### src/common/fault_pkg.sv
// Shared constants and carrier types of the axis and spindle fault monitor.
// Assumes one 25 MHz clock; every slower rate is derived from it.
package fault_pkg;

   ////////////////////////////////////////////////////////////////////////
   // Timing.
   localparam int CLK_HZ = 25_000_000;
   localparam int TICK_US = 1000;
   localparam int TICK_CYCLES = CLK_HZ / 1_000_000 * TICK_US;
   localparam int SPIN_TO_MS = 3000;
   localparam int RES_TO_MS = 10;
   localparam int PRE_TO_MS = 3000;

   ////////////////////////////////////////////////////////////////////////
   // Limits and reset values.
   localparam logic [15:0] ENC_LINES = 16'h0400;
   localparam logic [15:0] PRE_MIN_DEF = 16'h0040;
   localparam logic [11:0] RES_MAX_DEF = 12'h0FA;
   localparam logic [15:0] SCALE_MIN_DEF = 16'h0000;
   localparam logic [15:0] SCALE_MAX_DEF = 16'hFFF0;
   localparam int STACK_DEPTH = 16;

   ////////////////////////////////////////////////////////////////////////
   // Error codes.
   localparam logic [4:0] ERR_NO_FB = 5'h01;
   localparam logic [4:0] ERR_ENC_TAP = 5'h02;
   localparam logic [4:0] ERR_RUNAWAY = 5'h03;
   localparam logic [4:0] ERR_LINES = 5'h04;
   localparam logic [4:0] ERR_NO_INDEX = 5'h05;
   localparam logic [4:0] ERR_UNUSED_A = 5'h06;
   localparam logic [4:0] ERR_PRE_COUNT = 5'h07;
   localparam logic [4:0] ERR_MAGNET = 5'h08;
   localparam logic [4:0] ERR_INVERTER = 5'h09;
   localparam logic [4:0] ERR_SPIN_QUIET = 5'h0A;
   localparam logic [4:0] ERR_UNUSED_B = 5'h0B;
   localparam logic [4:0] ERR_MOVE_COUNT = 5'h0C;
   localparam logic [4:0] ERR_NO_INIT = 5'h0E;
   localparam logic [4:0] ERR_PRE_TIME = 5'h0F;
   localparam logic [4:0] ERR_RES_TIME = 5'h10;
   localparam logic [4:0] ERR_RES_COUNT = 5'h11;
   localparam logic [4:0] ERR_AMP = 5'h12;
   localparam logic [4:0] ERR_OVERFLOW = 5'h13;
   localparam logic [4:0] ERR_CHECKSUM = 5'h14;
   localparam logic [4:0] ERR_SPURIOUS = 5'h15;
   localparam logic [4:0] ERR_SCALE = 5'h16;
   localparam logic [4:0] ERR_OVERLOAD = 5'h17;

   ////////////////////////////////////////////////////////////////////////
   // Carrier types.
   typedef enum logic [2:0] {
      OP_INIT0, OP_INIT1, OP_STEP, OP_DATA, OP_CHECK, OP_END
   } cmd_op_type;

   typedef struct packed {
      logic [2:0] op;
      logic [15:0] data;
   } cmd_type;

   typedef struct packed {
      logic enc_edge;
      logic enc_index;
      logic res_pulse;
      logic magnet;
      logic motion;
      logic dir_cmd;
      logic dir_act;
      logic inv_line;
      logic amp_line;
      logic scale_valid;
   } sense_type;

   typedef struct packed {
      logic powerup;
      logic cold_start;
      logic spindle_run;
      logic rigid_tap;
      logic precycle;
      logic enc1024;
      logic res_fb;
      logic [1:0] op_mode;
   } mode_type;

endpackage : fault_pkg

### src/rtl/timeout_timer.sv
// Millisecond watchdog: expires after more than LIMIT ticks with no kick.
// Assumes a one-cycle tick enable from a divider in the parent.
`timescale 1ns/1ps
module timeout_timer #(
   parameter int W = 12,
   parameter logic [W-1:0] LIMIT = '1
) (
   input wire logic i_clk,
   input wire logic i_rst,
   input wire logic i_tick,
   input wire logic i_run,
   input wire logic i_kick,
   output logic o_expired
);

   typedef struct packed {
      logic [W-1:0] cnt;
      logic expired;
   } tmr_type;

   tmr_type st_reg;
   tmr_type st_next;

   ////////////////////////////////////////////////////////////////////////
   always_comb begin
      st_next = st_reg;
      if (!i_run || i_kick) begin
         st_next.cnt = '0;
         st_next.expired = 1'b0;
      end else if (i_tick && !st_reg.expired) begin
         if (st_reg.cnt == LIMIT) begin
            st_next.expired = 1'b1;
         end else begin
            st_next.cnt = st_reg.cnt + 1'b1;
         end
      end
   end

   always_ff @(posedge i_clk or posedge i_rst) begin
      if (i_rst) begin
         st_reg <= '0;
      end else begin
         st_reg <= st_next;
      end
   end

   assign o_expired = st_reg.expired;

endmodule : timeout_timer

### src/rtl/cmd_stack.sv
// Command store: holds CPU commands in arrival order until serviced.
// Assumes DEPTH is a power of two; a push into a full store is lost unless a pop in the same cycle frees a slot.
`timescale 1ns/1ps
module cmd_stack #(
   parameter int W = 19,
   parameter int DEPTH = 16
) (
   input wire logic i_clk,
   input wire logic i_rst,
   input wire logic i_push,
   input wire logic [W-1:0] i_data,
   input wire logic i_pop,
   output logic o_valid,
   output logic [W-1:0] o_data,
   output logic o_overflow
);

   localparam int AW = $clog2(DEPTH);

   typedef struct packed {
      logic [DEPTH-1:0][W-1:0] mem;
      logic [AW-1:0] wr;
      logic [AW-1:0] rd;
      logic [AW:0] cnt;
      logic [W-1:0] data;
      logic valid;
      logic overflow;
   } stk_type;

   stk_type st_reg;
   stk_type st_next;
   logic pop_ok;
   logic push_ok;

   ////////////////////////////////////////////////////////////////////////
   always_comb begin
      st_next = st_reg;
      st_next.valid = 1'b0;
      st_next.overflow = 1'b0;
      pop_ok = i_pop && (st_reg.cnt != '0);
      push_ok = i_push && (st_reg.cnt != (AW+1)'(DEPTH) || pop_ok);
      if (pop_ok) begin
         st_next.data = st_reg.mem[st_reg.rd];
         st_next.valid = 1'b1;
         st_next.rd = st_reg.rd + 1'b1;
      end
      if (push_ok) begin
         st_next.mem[st_reg.wr] = i_data;
         st_next.wr = st_reg.wr + 1'b1;
      end
      st_next.overflow = i_push && !push_ok;
      if (push_ok && !pop_ok) begin
         st_next.cnt = st_reg.cnt + 1'b1;
      end else if (pop_ok && !push_ok) begin
         st_next.cnt = st_reg.cnt - 1'b1;
      end
   end

   always_ff @(posedge i_clk or posedge i_rst) begin
      if (i_rst) begin
         st_reg <= '0;
      end else begin
         st_reg <= st_next;
      end
   end

   assign o_valid = st_reg.valid;
   assign o_data = st_reg.data;
   assign o_overflow = st_reg.overflow;

endmodule : cmd_stack

### src/rtl/axis_spindle_fault_monitor.sv
// Axis and spindle fault monitor: checks feedback, drive lines and the
// CPU command stream, and latches the first numbered error code.
// Assumes all inputs synchronous to i_clk; the CPU clears the latch.
//
// Contract
// (RQ1) Power-up ends with no feedback and no motion: code 1.
// (RQ2) Rigid tap, encoder quiet over 3 s: halt spindle, code 2.
// (RQ3) Power-up motion against command: halt axis, code 3.
// (RQ4) 1024-line encoder counting other than 1024 per turn: code 4; the code checks this only while powerup is set.
// (RQ5) Cold start ends without an index mark: code 5.
// (RQ6) Precycle ends with too few spindle counts: abort tap, code 7.
// (RQ7) Spindle runs, magnet quiet over 3 s: code 8.
// (RQ8) Drive inverter line high while running; line low: code 9.
// (RQ9) Spindle runs, encoder and magnet both quiet over 3 s: code 10.
// (RQ10) Move end pulse count differs from required count: code 12.
// (RQ11) CPU opens each move with init 0 or 1; else code 14.
// (RQ12) Precycle rotation or magnet quiet past timeout: code 15.
// (RQ13) Resolver zero-crossing pulse missing past 10 ms: code 16.
// (RQ14) Resolver count sampled at pulse above limit: code 17.
// (RQ15) Servo amplifier fault line not detected: code 18.
// (RQ16) Commands wait in a stack; overflow gives code 19.
// (RQ17) CPU sends checksum per move; mismatch gives code 20.
// (RQ18) Undefined command being serviced gives code 21.
// (RQ19) Scale reading outside limits gives code 22.
// (RQ20) Codes 6 and 11 are never reported.
// (RQ21) Every fault report carries its numeric code.
// (RQ22) Following error above overload factor: code 23 plus mode.
// (RQ23) First code is latched and held until the CPU clears it.
`timescale 1ns/1ps
module axis_spindle_fault_monitor
   import fault_pkg::*;
#(
   parameter int MS_CYCLES = TICK_CYCLES,
   parameter int DEPTH = STACK_DEPTH,
   parameter logic [15:0] PRE_MIN = PRE_MIN_DEF,
   parameter logic [11:0] RES_MAX = RES_MAX_DEF,
   parameter logic [15:0] SCALE_MIN = SCALE_MIN_DEF,
   parameter logic [15:0] SCALE_MAX = SCALE_MAX_DEF
) (
   input wire logic i_clk,
   input wire logic i_rst,
   input wire sense_type i_sense,
   input wire mode_type i_mode,
   input wire logic [11:0] i_res_count,
   input wire logic [15:0] i_scale_val,
   input wire logic [15:0] i_follow_err,
   input wire logic [15:0] i_overload,
   input wire logic i_cmd_push,
   input wire cmd_type i_cmd,
   input wire logic i_service_en,
   input wire logic i_clear,
   output logic o_err_valid,
   output logic [4:0] o_err_code,
   output logic o_halt_axis,
   output logic o_halt_spindle,
   output logic o_abort_tap,
   output logic o_inv_line,
   output logic o_step
);

   localparam int NT = 5;
   localparam logic [NT-1:0][11:0] TO_LIM = {
      12'(RES_TO_MS), 12'(PRE_TO_MS), 12'(SPIN_TO_MS),
      12'(SPIN_TO_MS), 12'(SPIN_TO_MS)
   };

   typedef enum logic {MV_IDLE, MV_ACTIVE} move_type;

   typedef struct packed {
      logic [14:0] tick_cnt;
      logic tick;
      logic pu_d;
      logic cs_d;
      logic pre_d;
      logic fb_seen;
      logic motion_seen;
      logic idx_seen;
      logic lines_on;
      logic [15:0] lines;
      logic [15:0] pre_cnt;
      move_type mv;
      logic [15:0] pulse_cnt;
      logic [15:0] sum;
      logic err_valid;
      logic [4:0] err_code;
      logic halt_axis;
      logic halt_spindle;
      logic abort_tap;
      logic inv_line;
      logic step;
   } mon_type;

   mon_type st_reg;
   mon_type st_next;
   logic [31:0] hit;
   logic [4:0] first;
   logic [NT-1:0] t_run;
   logic [NT-1:0] t_kick;
   logic [NT-1:0] t_exp;
   logic cmd_valid;
   cmd_type cmd;
   logic overflow;

   ////////////////////////////////////////////////////////////////////////
   // Command store and watchdogs.
   cmd_stack #(
      .W($bits(cmd_type)),
      .DEPTH(DEPTH)
   ) u_stack (
      .i_clk(i_clk),
      .i_rst(i_rst),
      .i_push(i_cmd_push),
      .i_data(i_cmd),
      .i_pop(i_service_en),
      .o_valid(cmd_valid),
      .o_data(cmd),
      .o_overflow(overflow)
   );

   assign t_run[0] = i_mode.rigid_tap | i_mode.precycle;
   assign t_kick[0] = i_sense.enc_edge;
   assign t_run[1] = i_mode.spindle_run;
   assign t_kick[1] = i_sense.magnet;
   assign t_run[2] = i_mode.spindle_run;
   assign t_kick[2] = i_sense.enc_edge | i_sense.magnet;
   assign t_run[3] = i_mode.precycle;
   assign t_kick[3] = i_sense.magnet;
   assign t_run[4] = i_mode.res_fb;
   assign t_kick[4] = i_sense.res_pulse;

   for (genvar g = 0; g < NT; g++) begin : g_tmr
      timeout_timer #(
         .W(12),
         .LIMIT(TO_LIM[g])
      ) u_tmr (
         .i_clk(i_clk),
         .i_rst(i_rst),
         .i_tick(st_reg.tick),
         .i_run(t_run[g]),
         .i_kick(t_kick[g]),
         .o_expired(t_exp[g])
      );
   end

   ////////////////////////////////////////////////////////////////////////
   // Checks and error latch.
   always_comb begin
      st_next = st_reg;
      hit = '0;
      first = '0;
      st_next.step = 1'b0;
      st_next.tick = 1'b0;
      st_next.tick_cnt = st_reg.tick_cnt + 1'b1;
      if (st_reg.tick_cnt == 15'(MS_CYCLES - 1)) begin
         st_next.tick_cnt = '0;
         st_next.tick = 1'b1;
      end
      st_next.pu_d = i_mode.powerup;
      st_next.cs_d = i_mode.cold_start;
      st_next.pre_d = i_mode.precycle;
      st_next.fb_seen = i_mode.powerup &
         (st_reg.fb_seen | i_sense.enc_edge | i_sense.res_pulse);
      st_next.motion_seen = i_mode.powerup &
         (st_reg.motion_seen | i_sense.motion);
      hit[ERR_NO_FB] = st_reg.pu_d && !i_mode.powerup &&
         !st_reg.fb_seen && !st_reg.motion_seen; // RQ1
      hit[ERR_RUNAWAY] = i_mode.powerup && i_sense.motion &&
         (i_sense.dir_cmd != i_sense.dir_act); // RQ3
      if (!i_mode.powerup) begin
         st_next.lines_on = 1'b0;
         st_next.lines = '0;
      end else if (i_sense.enc_index) begin
         hit[ERR_LINES] = i_mode.enc1024 && st_reg.lines_on &&
            (st_reg.lines != ENC_LINES); // RQ4
         st_next.lines_on = 1'b1;
         st_next.lines = '0;
      end else if (i_sense.enc_edge) begin
         st_next.lines = st_reg.lines + 1'b1;
      end
      st_next.idx_seen = i_mode.cold_start &
         (st_reg.idx_seen | i_sense.enc_index);
      hit[ERR_NO_INDEX] = st_reg.cs_d && !i_mode.cold_start &&
         !st_reg.idx_seen; // RQ5
      st_next.pre_cnt = '0;
      if (i_mode.precycle) begin
         st_next.pre_cnt = st_reg.pre_cnt + 16'(i_sense.enc_edge);
      end
      hit[ERR_PRE_COUNT] = st_reg.pre_d && !i_mode.precycle &&
         (st_reg.pre_cnt < PRE_MIN); // RQ6
      hit[ERR_ENC_TAP] = t_exp[0] && !i_mode.precycle; // RQ2
      hit[ERR_MAGNET] = t_exp[1] && !t_exp[2]; // RQ7
      hit[ERR_INVERTER] = i_mode.spindle_run && !i_sense.inv_line; // RQ8
      hit[ERR_SPIN_QUIET] = t_exp[2]; // RQ9
      hit[ERR_PRE_TIME] = i_mode.precycle && (t_exp[0] || t_exp[3]); // RQ12
      hit[ERR_RES_TIME] = t_exp[4]; // RQ13
      hit[ERR_RES_COUNT] = i_sense.res_pulse &&
         (i_res_count > RES_MAX); // RQ14
      hit[ERR_AMP] = !i_sense.amp_line; // RQ15
      hit[ERR_OVERFLOW] = overflow; // RQ16
      hit[ERR_SCALE] = i_sense.scale_valid &&
         (i_scale_val < SCALE_MIN || i_scale_val > SCALE_MAX); // RQ19
      hit[ERR_OVERLOAD + 5'(i_mode.op_mode)] =
         i_follow_err > i_overload; // RQ22
      if (cmd_valid) begin
         unique case (cmd.op)
            OP_INIT0, OP_INIT1: begin
               st_next.mv = MV_ACTIVE;
               st_next.pulse_cnt = '0;
               st_next.sum = '0;
            end
            OP_STEP: begin
               hit[ERR_NO_INIT] = (st_reg.mv == MV_IDLE); // RQ11
               if (st_reg.mv == MV_ACTIVE) begin
                  st_next.pulse_cnt = st_reg.pulse_cnt + 1'b1;
                  st_next.step = 1'b1;
               end
            end
            OP_DATA: begin
               hit[ERR_NO_INIT] = (st_reg.mv == MV_IDLE); // RQ11
               st_next.sum = st_reg.sum + cmd.data;
            end
            OP_CHECK: begin
               hit[ERR_NO_INIT] = (st_reg.mv == MV_IDLE); // RQ11
               hit[ERR_CHECKSUM] = (st_reg.mv == MV_ACTIVE) &&
                  (st_reg.sum != cmd.data); // RQ17
            end
            OP_END: begin
               hit[ERR_NO_INIT] = (st_reg.mv == MV_IDLE); // RQ11
               hit[ERR_MOVE_COUNT] = (st_reg.mv == MV_ACTIVE) &&
                  (st_reg.pulse_cnt != cmd.data); // RQ10
               st_next.mv = MV_IDLE;
            end
            default: begin
               hit[ERR_SPURIOUS] = 1'b1; // RQ18
            end
         endcase
      end
      hit[ERR_UNUSED_A] = 1'b0; // RQ20
      hit[ERR_UNUSED_B] = 1'b0; // RQ20
      hit[0] = 1'b0;
      for (int i = 31; i > 0; i--) begin
         if (hit[i]) begin
            first = 5'(i);
         end
      end
      if (i_clear) begin
         st_next.err_valid = 1'b0;
         st_next.halt_axis = 1'b0;
         st_next.halt_spindle = 1'b0;
         st_next.abort_tap = 1'b0;
      end
      if (hit != '0 && (!st_reg.err_valid || i_clear)) begin
         st_next.err_valid = 1'b1; // RQ23
         st_next.err_code = first; // RQ21
      end
      if (hit[ERR_ENC_TAP]) begin
         st_next.halt_spindle = 1'b1; // RQ2
      end
      if (hit[ERR_RUNAWAY]) begin
         st_next.halt_axis = 1'b1; // RQ3
      end
      if (hit[ERR_PRE_COUNT]) begin
         st_next.abort_tap = 1'b1; // RQ6
      end
      st_next.inv_line = i_mode.spindle_run && !st_reg.halt_spindle; // RQ8
   end

   always_ff @(posedge i_clk or posedge i_rst) begin
      if (i_rst) begin
         st_reg <= '0;
      end else begin
         st_reg <= st_next;
      end
   end

   assign o_err_valid = st_reg.err_valid;
   assign o_err_code = st_reg.err_code;
   assign o_halt_axis = st_reg.halt_axis;
   assign o_halt_spindle = st_reg.halt_spindle;
   assign o_abort_tap = st_reg.abort_tap;
   assign o_inv_line = st_reg.inv_line;
   assign o_step = st_reg.step;
endmodule : axis_spindle_fault_monitor

### config.mk
export PLATFORM = sky130hd
export DESIGN_NAME = axis_spindle_fault_monitor
export DESIGN_NICKNAME = d
export VERILOG_FILES = /design/src/common/fault_pkg.sv /design/src/rtl/timeout_timer.sv /design/src/rtl/cmd_stack.sv /design/src/rtl/axis_spindle_fault_monitor.sv
export SDC_FILE = /design/constraint.sdc
export NUM_CORES = 1
export LEC_CHECK = 0
export BUFFER_PORTS_ARGS = -buffer_cell sky130_fd_sc_hd__clkbuf_2
export CORE_UTILIZATION = 56
export CTS_CLUSTER_SIZE = 25
export DETAILED_ROUTE_END_ITERATION = 6
export PLACE_DENSITY = 0.83
export SETUP_SLACK_MARGIN = 0.5
export SLEW_MARGIN = 25
export SYNTH_ARGS = -nofsm -noshare
export SYNTH_HDL_FRONTEND = slang
export SYNTH_SLANG_ARGS = --single-unit
### constraint.sdc
create_clock -name i_clk -period 17.2 [get_ports i_clk]
set_input_delay 2.58 -clock i_clk [delete_from_list [all_inputs] [get_ports i_clk]]
set_output_delay 2.58 -clock i_clk [all_outputs]
set_load 0.01 [all_outputs]
# Word level (Yosys, flattened, before mapping)
# Index checks and enable logic that the tools add are counted.
[word_totals] reg_bits=502 output_inout_bits=11 wordCells=299
[op_classes] n_addsub=15 n_lt_le_gt_ge=10 eq_ne=24 muxes=88 bitwise=10 n_reduce_logical=99
[op_table] operator="304-bit bitwise mux" count=1
[op_table] operator="5-bit two-way mux" count=31
[op_table] operator="13-bit two-way mux" count=10
[op_table] operator="16-bit two-way mux" count=5
[op_table] operator="19-bit binary-select mux with 4-bit select" count=1
[op_table] operator="19-bit demux with 4-bit select" count=1
[op_table] operator="16-bit case mux with 2 select lines" count=2
[op_table] operator="12-bit by 1-bit adder with 12-bit output, second input constant" count=5
[op_table] operator="12-bit two-way mux" count=5
[op_table] operator="12-bit equality test, second input constant" count=4
[op_table] operator="19-bit two-way mux" count=2
[op_table] operator="2-bit nonzero test" count=18
[op_table] operator="1-bit logical AND" count=33
[op_table] operator="16-bit by 1-bit adder with 16-bit output, second input constant" count=2
[op_table] operator="32-bit bitwise mux" count=1
[op_table] operator="16-bit != test" count=2
[op_table] operator="29-bit nonzero test" count=1
[op_table] operator="2-bit AND reduction" count=12
[op_table] operator="1-bit two-way mux" count=23
[op_table] operator="1-bit zero test" count=20
[op_table] operator="17-bit two-way mux" count=1
[op_table] operator="16-bit by 1-bit adder with 16-bit output" count=1
[op_table] operator="16-bit adder" count=1
[op_table] operator="16-bit > comparator" count=1
[op_table] operator="39 further kinds" count=63

# Logic depth before layout (Yosys ltp)
# Gate-level depths: netlist of the first run.
[depth] word_depth=36 mapped_depth=12 mapped_depth_nobuf=11

# Hierarchy
# A second synthesis of the first run with hierarchy kept.
[unflattened] cells_unflattened=2000 area_unflattened_um2=25400.6
[modules_own_cells] mod="cmd_stack" n_inst=1 cells_per_inst=987 area_each_um2=15750.1 seq_area_each_um2=8458.1
[modules_own_cells] mod="axis_spindle_fault_monitor" n_inst=1 cells_per_inst=653 area_each_um2=6058.3 seq_area_each_um2=2477.4
[modules_own_cells] mod="timeout_timer (g_tmr[0].u_tmr ...)" n_inst=4 cells_per_inst=70 area_each_um2=701.9 seq_area_each_um2=325.3
[modules_own_cells] mod="timeout_timer (g_tmr[4].u_tmr)" n_inst=1 cells_per_inst=80 area_each_um2=784.5 seq_area_each_um2=325.3

# Least setup slack after synthesis of the first run
# No wires, ideal clock.
[synth_timing] path_type="in2reg" from="in i_service_en" to="reg u_stack.st_reg[25] in the netlist's numbering" setup_ps=125 arrival_time_ps=4494 setup_slack_ps=12581 stages=11 path_buffers=1 cell_sequence="or3b_1 and2_4 buf_6 ha_1 inv_1 ha_1 a21o_1 a21oi_1 xnor2_1 nor2_1 xor2_1"
[synth_via] elab_chain_len=6 elab_cells_between_ends=9 cone_classes="mux (1); reduce/logical (8)"
[synth_lines] item="start, declared" line_no="axis_spindle_fault_monitor.sv:50" source="input wire logic i_service_en,"
[synth_lines] item="1-bit logical AND *" line_no="cmd_stack.sv:40" source="pop_ok = i_pop && (st_reg.cnt != '0);"
[synth_lines] item="1-bit logical OR *" line_no="cmd_stack.sv:41" source="push_ok = i_push && (st_reg.cnt != (AW+1)'(DEPTH) || pop_ok);"
[synth_lines] item="1-bit logical AND *" line_no="cmd_stack.sv:41"
[synth_lines] item="net u_stack.push_ok" line_no="cmd_stack.sv:33" source="logic push_ok;"
[synth_lines] item="1-bit zero test" line_no="cmd_stack.sv:54" source="end else if (pop_ok && !push_ok) begin"
[synth_lines] item="1-bit logical AND" line_no="cmd_stack.sv:54"
[synth_lines] item="2-bit nonzero test (no source line)"
[synth_lines] item="end signal, assigned" line_no="cmd_stack.sv:63" source="st_reg <= st_next;"
[synth_lines] item="end, declared" line_no="cmd_stack.sv:30" source="stk_type st_reg;"
# The timed path passes the listed nets; every way through them passes the cells marked *.
# A chain may end at the register's enable or synchronous reset.

==> results.rst, run 1 <==
.. list-table::
   :header-rows: 1

   * - Metric
     - Value
   * - Run status
     - finished, final reports clean
   * - Horizontal die dimension
     - about 210 um
   * - Number of filler cells placed in the layout
     - around 3300
   * - Overall die area
     - between 40000 and 50000 um^2
   * - Number of vias after detailed routing
     - between 15000 and 20000
   * - Clock root cell
     - clkbuf_16
   * - Count of cell types in the netlist
     - between 70 and 80
   * - Family of cells with the greatest summed delay on the critical path
     - buffers and inverters
   * - Warnings, synthesis
     - 0
   * - Most frequent cells in the layout
     - dfrtp_1 (500), mux2_2 (168), nand2_1 (128)
   * - Arrival time reported for the critical path endpoint
     - between 4000 and 5000 ps
   * - Clock sink count
     - about 500
   * - Critical Path, Cell by Cell
     - clkbuf_2 > inv_8 > buf_6 > buf_4
   * - Number of vias per cell after detailed routing
     - between 6 and 7
   * - Most common cell after layout, fill and taps aside
     - dfrtp_1
   * - Worst reg2reg setup slack
     - between 10000 and 15000 ps
   * - Share of layout cells above drive strength 1
     - 0.2852
   * - Antenna violations before repair
     - 2
   * - Max Fclk
     - between 0.2 and 0.25 GHz
   * - Detailed router's first-iteration violation count
     - 1011
   * - Slew margin rel.
     - 0.3460
   * - Leading register cell type out of synthesis
     - dfrtp_1
   * - Number of routed nets with antenna violations
     - 0
   * - Max H-tree Level
     - 2
   * - Nets@finish
     - ~2200
   * - Number of instances resized during post-cts repair
     - 0
   * - Number of enable flip-flop cells after synthesis
     - 0
   * - Number of global-route vias before repair
     - about 17000
   * - Setup Total Neg Slack
     - 0 ps
   * - P&R area growth vs syn
     - 10.15%
   * - Seq/Total Area, Yosys
     - 0.5028
   * - Buffers on Ports
     - around 110
   * - DRC errors left
     - 0
   * - Slowest stage delay, CP
     - roughly 840 ps
   * - Min Clock Period, post-route
     - 4302 ps
   * - Post-synthesis sequential element count
     - around 500
   * - Crit Path Max Fanout
     - 130
   * - Total global routing overflow
     - 0
   * - Actual transition at the worst max-transition pin
     - slightly below 1000 ps
   * - Max reg flops
     - 317
   * - Hold Slack
     - roughly 460 ps
   * - Number of cell instances on the worst register-to-register path
     - 10
   * - Routability cong.
     - 0.8788
   * - CTS tree
     - done
   * - IR Drop Worst-Case VDD
     - between 0.1 and 0.15 mV
   * - Leakage power
     - ~13 nW
   * - Clk_skew
     - 43.43 ps
   * - Post-synth design cell area
     - approximately 25000 um^2
   * - DRT Wirelength
     - roughly 56 mm
   * - Count of mapped cells out of synthesis
     - a little under 2000
   * - Portion of the clock cycle consumed by the worst path in the final layout
     - 0.2501
   * - Core Area
     - roughly 44000 um^2
   * - Max-slew violation count
     - 0
   * - Number of cells on the worst hold path
     - 1
   * - Buffer count from post-CTS setup fixing
     - 0
   * - Buffering stage count on the worst path with inverters included
     - 4
   * - Hold Violations, Final
     - 0
   * - Count of max-cap constraint violations
     - 0
   * - Share of synthesized flip-flops with an asynchronous set or reset
     - 1.000
   * - Count of standard-cell rows
     - 77
   * - Later-pin clock latency in the skew report
     - approximately 600 ps
   * - Half-perimeter wire length after detailed placement
     - 34.07 mm
   * - R2r startpoint
     - u_stack.st_reg[21]$_DFFE_PP0P_
   * - Initial Utilization
     - 0.5662
   * - Type of origin of the critical path
     - primary input
   * - Setup Viol. Count Final
     - 0
   * - Cts bufs inserted
     - 50
   * - # hold bufs at CTS
     - 0
   * - Global-route wire length before repair
     - around 90 mm
   * - Syn_area_per_cell
     - roughly 13 um^2
   * - Reg clk slew, reported paths
     - approximately 60 ps
   * - Data required, critical path
     - around 18000 ps
   * - Average wire per standard cell
     - about 21 um
   * - Min-Delay Path Class
     - flop to flop
   * - Slowest stage cell, crit path
     - buf_4
   * - Total power divided by cell area
     - approximately 160 nW/um^2
   * - Endpoint with the worst hold slack
     - o_inv_line$_DFF_PP0_
   * - Mapped Nets
     - 2086
   * - Global routing usage summed across all routing layers
     - 0.2562
   * - Endpoint type of the worst setup path
     - asynchronous set/reset pin
   * - Bufs on Longest Clock Path
     - 3
   * - Critical path type
     - primary input to asynchronous set/reset pin
   * - Reg-to-Reg End
     - u_stack.st_reg[25]$_DFFE_PP0P_
   * - Die Y-Extent
     - between 200 and 250 um
   * - Largest net degree at the start of global routing
     - about 130
   * - Ports placed on the boundary
     - approximately 110
   * - Launch point of the worst hold path
     - o_halt_spindle$_DFFE_PP0P_
   * - Total iterations of the first detailed-routing run
     - 6
   * - Unrepaired setup endpoints after global routing
     - no
## per-stage QoR
stage	total power, W	util	worst slack (ps)	cells	cell area [um^2]
5_1_grt	0.004662	0.6236	12450	2640	27520
4_1_cts	0.004470	0.6233	12350	2640	27500
6_report	0.004455	0.6237	12900	2641	27520
2_1_floorplan	0.002964	-	603.7	1925	24990
3_3_place_gp	0.003215	0.5851	11810	2550	25820
3_5_place_dp	0.003319	0.5852	11710	2550	25820
## how the worst max path moves through the flow
stage          startpoint                              endpoint  slack [ps]  cells past startpoint
2_1_floorplan       i_rst  g_tmr[0].u_tmr.o_expired$_DFFE_PP0P_         600                      1
3_3_place_gp        i_rst       u_stack.st_reg[275]$_DFFE_PP0P_       11810                      4
3_5_place_dp        i_rst       u_stack.st_reg[313]$_DFFE_PP0P_       11710                      4
4_1_cts             i_rst       u_stack.st_reg[217]$_DFFE_PP0P_       12350                      4
5_1_grt             i_rst       u_stack.st_reg[245]$_DFFE_PP0P_       12450                      4
6_report            i_rst       u_stack.st_reg[291]$_DFFE_PP0P_       12900                      4
## cell families (layout without fill, tap and decap cells)
logic type / count (synthesis) / after routing / synth area share
buf+inv: 141 / 264 / 0.03050
compound gates: 154 / 154 / 0.03791
flops: 502 / 502 / 0.5028
xor+xnor: 138 / 138 / 0.04837
fa+ha+maj: 58 / 58 / 0.02965
simple gates: 526 / 526 / 0.1132
other cells: 0 / 1 / 0
mux: 406 / 406 / 0.2376
## cell usage after synthesis, drive strengths merged, types with 5 or more instances
master	instances	share of area
nor4	13	0.0033
a21o	8	0.0024
or2	8	0.0020
o21a	7	0.0021
inv	50	0.0075
xnor2	66	0.023
a31oi	6	0.0015
nor2	122	0.018
buf	31	0.014
mux2	307	0.15
nor2b	8	0.0020
nor3b	12	0.0038
nor3	12	0.0024
and2	21	0.0054
nand2	144	0.029
or4	5	0.0015
nand3	54	0.011
a22o	5	0.0018
nand4	41	0.010
nor4b	6	0.0021
ha	56	0.028
dfrtp	502	0.50
clkbuf	60	0.0091
nand2b	13	0.0033
xor2	72	0.025
a21oi	49	0.0098
or3	21	0.0053
a211oi	5	0.0015
mux4	95	0.086
o21ai	49	0.0098
and3	31	0.0080
## where the power goes
part	internal, W	switching, W
sequential	0.00158	0.000294
clock	0.000646	0.000472
combinational	0.000842	0.000620
total	0.00307	0.00139
## worst register-to-register path, stage by stage, from the launching register on
cell	delay, ps
dfrtp_1	430
or4_1	590
o21ai_2	720
ha_1	330
inv_1	110
fa_1	420
a21o_1	170
a21oi_1	180
xnor2_1	140
nor2_1	70
xor2_1	150
## layer usage
layer | vias to the layer above | GRT usage | share of wire
met5 | - | 0 | 0.00021
met4 | 2 | 0.09507 | 0.035
met3 | 145 | 0.04383 | 0.053
met2 | 492 | 0.4464 | 0.50
met1 | 8143 | 0.3205 | 0.41
li1 | 7079 | - | -
## cell type report
cell class / instances / area (um^2) / area share
diodes: 1 / 2.502 / 0.00009093
repair buffers: 124 / 659.4 / 0.02396
clock inverters: 19 / 240.2 / 0.008729
well taps: 592 / 740.7 / 0.02692
multi-input cells: 1282 / 11670 / 0.4241
inverters: 50 / 195.2 / 0.007093
flip-flops and latches: 502 / 12570 / 0.4567
clock buffers: 71 / 1441 / 0.05238
Note: power is estimated with default switching activity, not from simulation.
==> run 2, diff against run 1 <==
- CORE_UTILIZATION: 56 -> 60
- PLACE_DENSITY: 0.83 -> 0.84
- clock period: 17.2 -> 4.35 ns (I/O delays scaled with it)
==> run 2 against run 1 <==
  * Cell count down 2.1%
  * Largest cell class unchanged
  * Critical path depth up 7
  * Clock power rose to 3.9 times the previous value
  * Cell area about the same
  * Die area down 6.6%
  * Clock skew up 4.9 ps
  * Setup slack worse by 12000 ps
  * Worst hold slack worse by 230 ps
  * Sequential power rose to 3.9 times the previous value
==> results.rst, run 2 (same netlist as run 1, synthesis figures left out) <==
.. list-table::
   :header-rows: 1

   * - Metric
     - Value
   * - Final non-filler cell total
     - 2586 (-2.1%)
   * - Worst reg2reg setup slack
     - 1250 ps (-12520 ps)
   * - Number of cell instances on the worst register-to-register path
     - 11 (+1)
   * - Cts bufs inserted
     - 49 (-2.0%)
   * - Setup Viol. Count Final
     - 0 (unchanged)
   * - Number of cells on the worst hold path
     - 1 (unchanged)
   * - Most frequent cells in the layout
     - dfrtp_1 (500), mux2_2 (168), nand2_1 (128)
   * - Number of vias after detailed routing
     - 15864 (+0.019%)
   * - Half-perimeter wire length after detailed placement
     - 34.00 mm (-0.22%)
   * - IR Drop Worst-Case VDD
     - 0.4703 mV (+260%)
   * - DRC errors left
     - 0 (unchanged)
   * - Reg clk slew, reported paths
     - 60 ps (about the same)
   * - Number of vias per cell after detailed routing
     - 6.135 (+2.1%)
   * - Global routing usage summed across all routing layers
     - 0.2730 (+0.01679)
   * - Routability cong.
     - 0.9039 (+2.9%)
   * - Slew margin rel.
     - 0.3922 (+0.04621)
   * - Unrepaired setup endpoints after global routing
     - no
   * - Portion of the clock cycle consumed by the worst path in the final layout
     - 0.7132
   * - Total power divided by cell area
     - 640.0 nW/um^2 (+300%)
   * - Clock root cell
     - clkbuf_16
   * - Number of instances resized during post-cts repair
     - 0 (unchanged)
   * - Max reg flops
     - 317 (unchanged)
   * - Min Clock Period, post-route
     - about 3100 ps
   * - Number of routed nets with antenna violations
     - 0 (unchanged)
   * - CTS tree
     - done
   * - Hold Violations, Final
     - 0 (unchanged)
   * - Number of filler cells placed in the layout
     - 2773 (-15%)
   * - Max H-tree Level
     - 2 (unchanged)
   * - Actual transition at the worst max-transition pin
     - 911.7 ps (-67.29 ps)
   * - Launch point of the worst hold path
     - i_mode[7]
   * - Final setup margin
     - 1248 ps (-11650 ps)
   * - Die Y-Extent
     - 206.1 um (-3.4%)
   * - Endpoint type of the worst setup path
     - flop
   * - Reg-to-Reg End
     - u_stack.st_reg[25]$_DFFE_PP0P_
   * - Horizontal die dimension
     - 206.1 um (-3.4%)
   * - Clk_skew
     - 48.28 ps (+4.859 ps)
   * - Final instance area
     - 27540 um^2 (about the same)
   * - Placed inst area
     - 25840 um^2 (about the same)
   * - Buffers on Ports
     - 113 (unchanged)
   * - Total global routing overflow
     - 0 (unchanged)
   * - Crit Path Max Fanout
     - 10 (-92%)
   * - Count of standard-cell rows
     - 74 (-3.9%)
   * - Nets@finish
     - 2177 (+0.28%)
   * - Overall die area
     - 42460 um^2 (-6.6%)
   * - Largest net degree at the start of global routing
     - 153 (+17%)
   * - Average wire per standard cell
     - 21.39 um (+1.1%)
   * - Initial Utilization
     - 0.6105 (+0.04428)
   * - Leakage power
     - 12.63 nW (+0.29%)
   * - Arrival time reported for the critical path endpoint
     - 3570 ps (-1320 ps)
   * - Share of layout cells above drive strength 1
     - 0.2848 (-0.0003461)
   * - Number of global-route vias before repair
     - 16800 (-0.30%)
   * - Core Area
     - 40920 um^2 (-7.3%)
   * - Min-Delay Path Class
     - primary input to flop
   * - P&R area growth vs syn
     - 10.21% (about the same)
   * - DRT Wirelength
     - 55.32 mm (-1.0%)
   * - Count of max-cap constraint violations
     - 0 (unchanged)
   * - Data required, critical path
     - 4820 ps (-12970 ps)
   * - R2r startpoint
     - u_stack.st_reg[21]$_DFFE_PP0P_
   * - Number of placed cells counting well taps
     - 2496 (-2.1%)
   * - Pre-CTS setup slack
     - 1265 ps (-10440 ps)
   * - Run status
     - finished, final reports clean
   * - Max Fclk
     - ~0.32 GHz
   * - Most common cell after layout, fill and taps aside
     - dfrtp_1
   * - Count of inserted antenna diode cells
     - 0 (-1)
   * - Detailed router's first-iteration violation count
     - 998 (-1.3%)
   * - Max-slew violation count
     - 0 (unchanged)
   * - Clock sink count
     - 502 (unchanged)
   * - Later-pin clock latency in the skew report
     - 620 ps (+20 ps)
   * - Antenna violations before repair
     - 1 (-1)
   * - Total iterations of the first detailed-routing run
     - 5 (-1)
   * - Critical path type
     - flop to flop
   * - Endpoint with the worst hold slack
     - st_reg[81]$_DFF_PP0_
   * - Ports placed on the boundary
     - 114 (unchanged)
   * - Global-route wire length before repair
     - 89.66 mm (-0.44%)
   * - Bufs on Longest Clock Path
     - 3 (unchanged)
   * - Type of origin of the critical path
     - flop
==> run 2: changes by cell type in the layout (fill, tap and decap cells not counted), moves of 2 or more <==
cell	before	now
clkbuf_8	9	15
clkinv_2	11	3
buf_12	0	4
clkbuf_16	51	49
clkbuf_1	11	14
buf_6	3	0
buf_4	8	13
==> run 2: critical path: stages, from the launching register on <==
cell	delay (ps)
dfrtp_1	430
or4_1	590
or3b_1	390
and2_4	210
ha_1	220
inv_1	140
ha_1	290
a21o_1	190
a21oi_1	170
xnor2_1	130
nor2_1	60
xor2_1	140
==> run 2: power breakdown <==
part           internal, W  switching, W
clock network      0.00259       0.00183
logic              0.00337       0.00247
registers          0.00625       0.00111
==> run 2: repair_timing <==
item / in CTS / in global routing
hold buffers: 1 / 0
setup buffers: 0 / 0
hold endpoints to repair: 5 / 0
==> run 2: layout make-up <==
cell class	count	area, um^2	area share
clock inverter	11	201.4	0.007316
multi-input combinational	1282	11670	0.4238
timing repair buffer	131	753.2	0.02735
sequential	502	12570	0.4565
tap	532	665.6	0.02417
clock buffer	78	1485	0.05394
inverter	50	191.4	0.006952
==> run 2: per-stage QoR <==
step	hold WS [ps]	utilization	TNS, ps	power, W
floorplan	425.1	-	-1563700	0.01172
global placement	439.2	0.6308	0	0.01274
detailed placement	439.2	0.6314	0	0.01314
CTS	194.8	0.6728	0	0.01769
global route	209.8	0.6728	0	0.01843
finish	225.1	0.6728	0	0.01762
==> run 2: how the worst max path moves through the flow <==
stage	startpoint	endpoint	cells after the start
after global placement	u_stack.st_reg[21]$_DFFE_PP0P_	u_stack.st_reg[25]$_DFFE_PP0P_	11
final	u_stack.st_reg[21]$_DFFE_PP0P_	u_stack.st_reg[25]$_DFFE_PP0P_	11
after floorplan	i_rst	g_tmr[0].u_tmr.o_expired$_DFFE_PP0P_	1
after detailed placement	u_stack.st_reg[21]$_DFFE_PP0P_	u_stack.st_reg[25]$_DFFE_PP0P_	11
after CTS	u_stack.st_reg[21]$_DFFE_PP0P_	u_stack.st_reg[25]$_DFFE_PP0P_	11
after global routing	u_stack.st_reg[21]$_DFFE_PP0P_	u_stack.st_reg[25]$_DFFE_PP0P_	11
==> run 2: routing by layer <==
layer,GRT usage,up-vias,routed length (um)
met3,0.04163,148,2910
met1,0.3537,8133,22900
met2,0.4601,487,27570
li1,-,7094,-
met4,0.1140,2,1917
met5,0,-,12
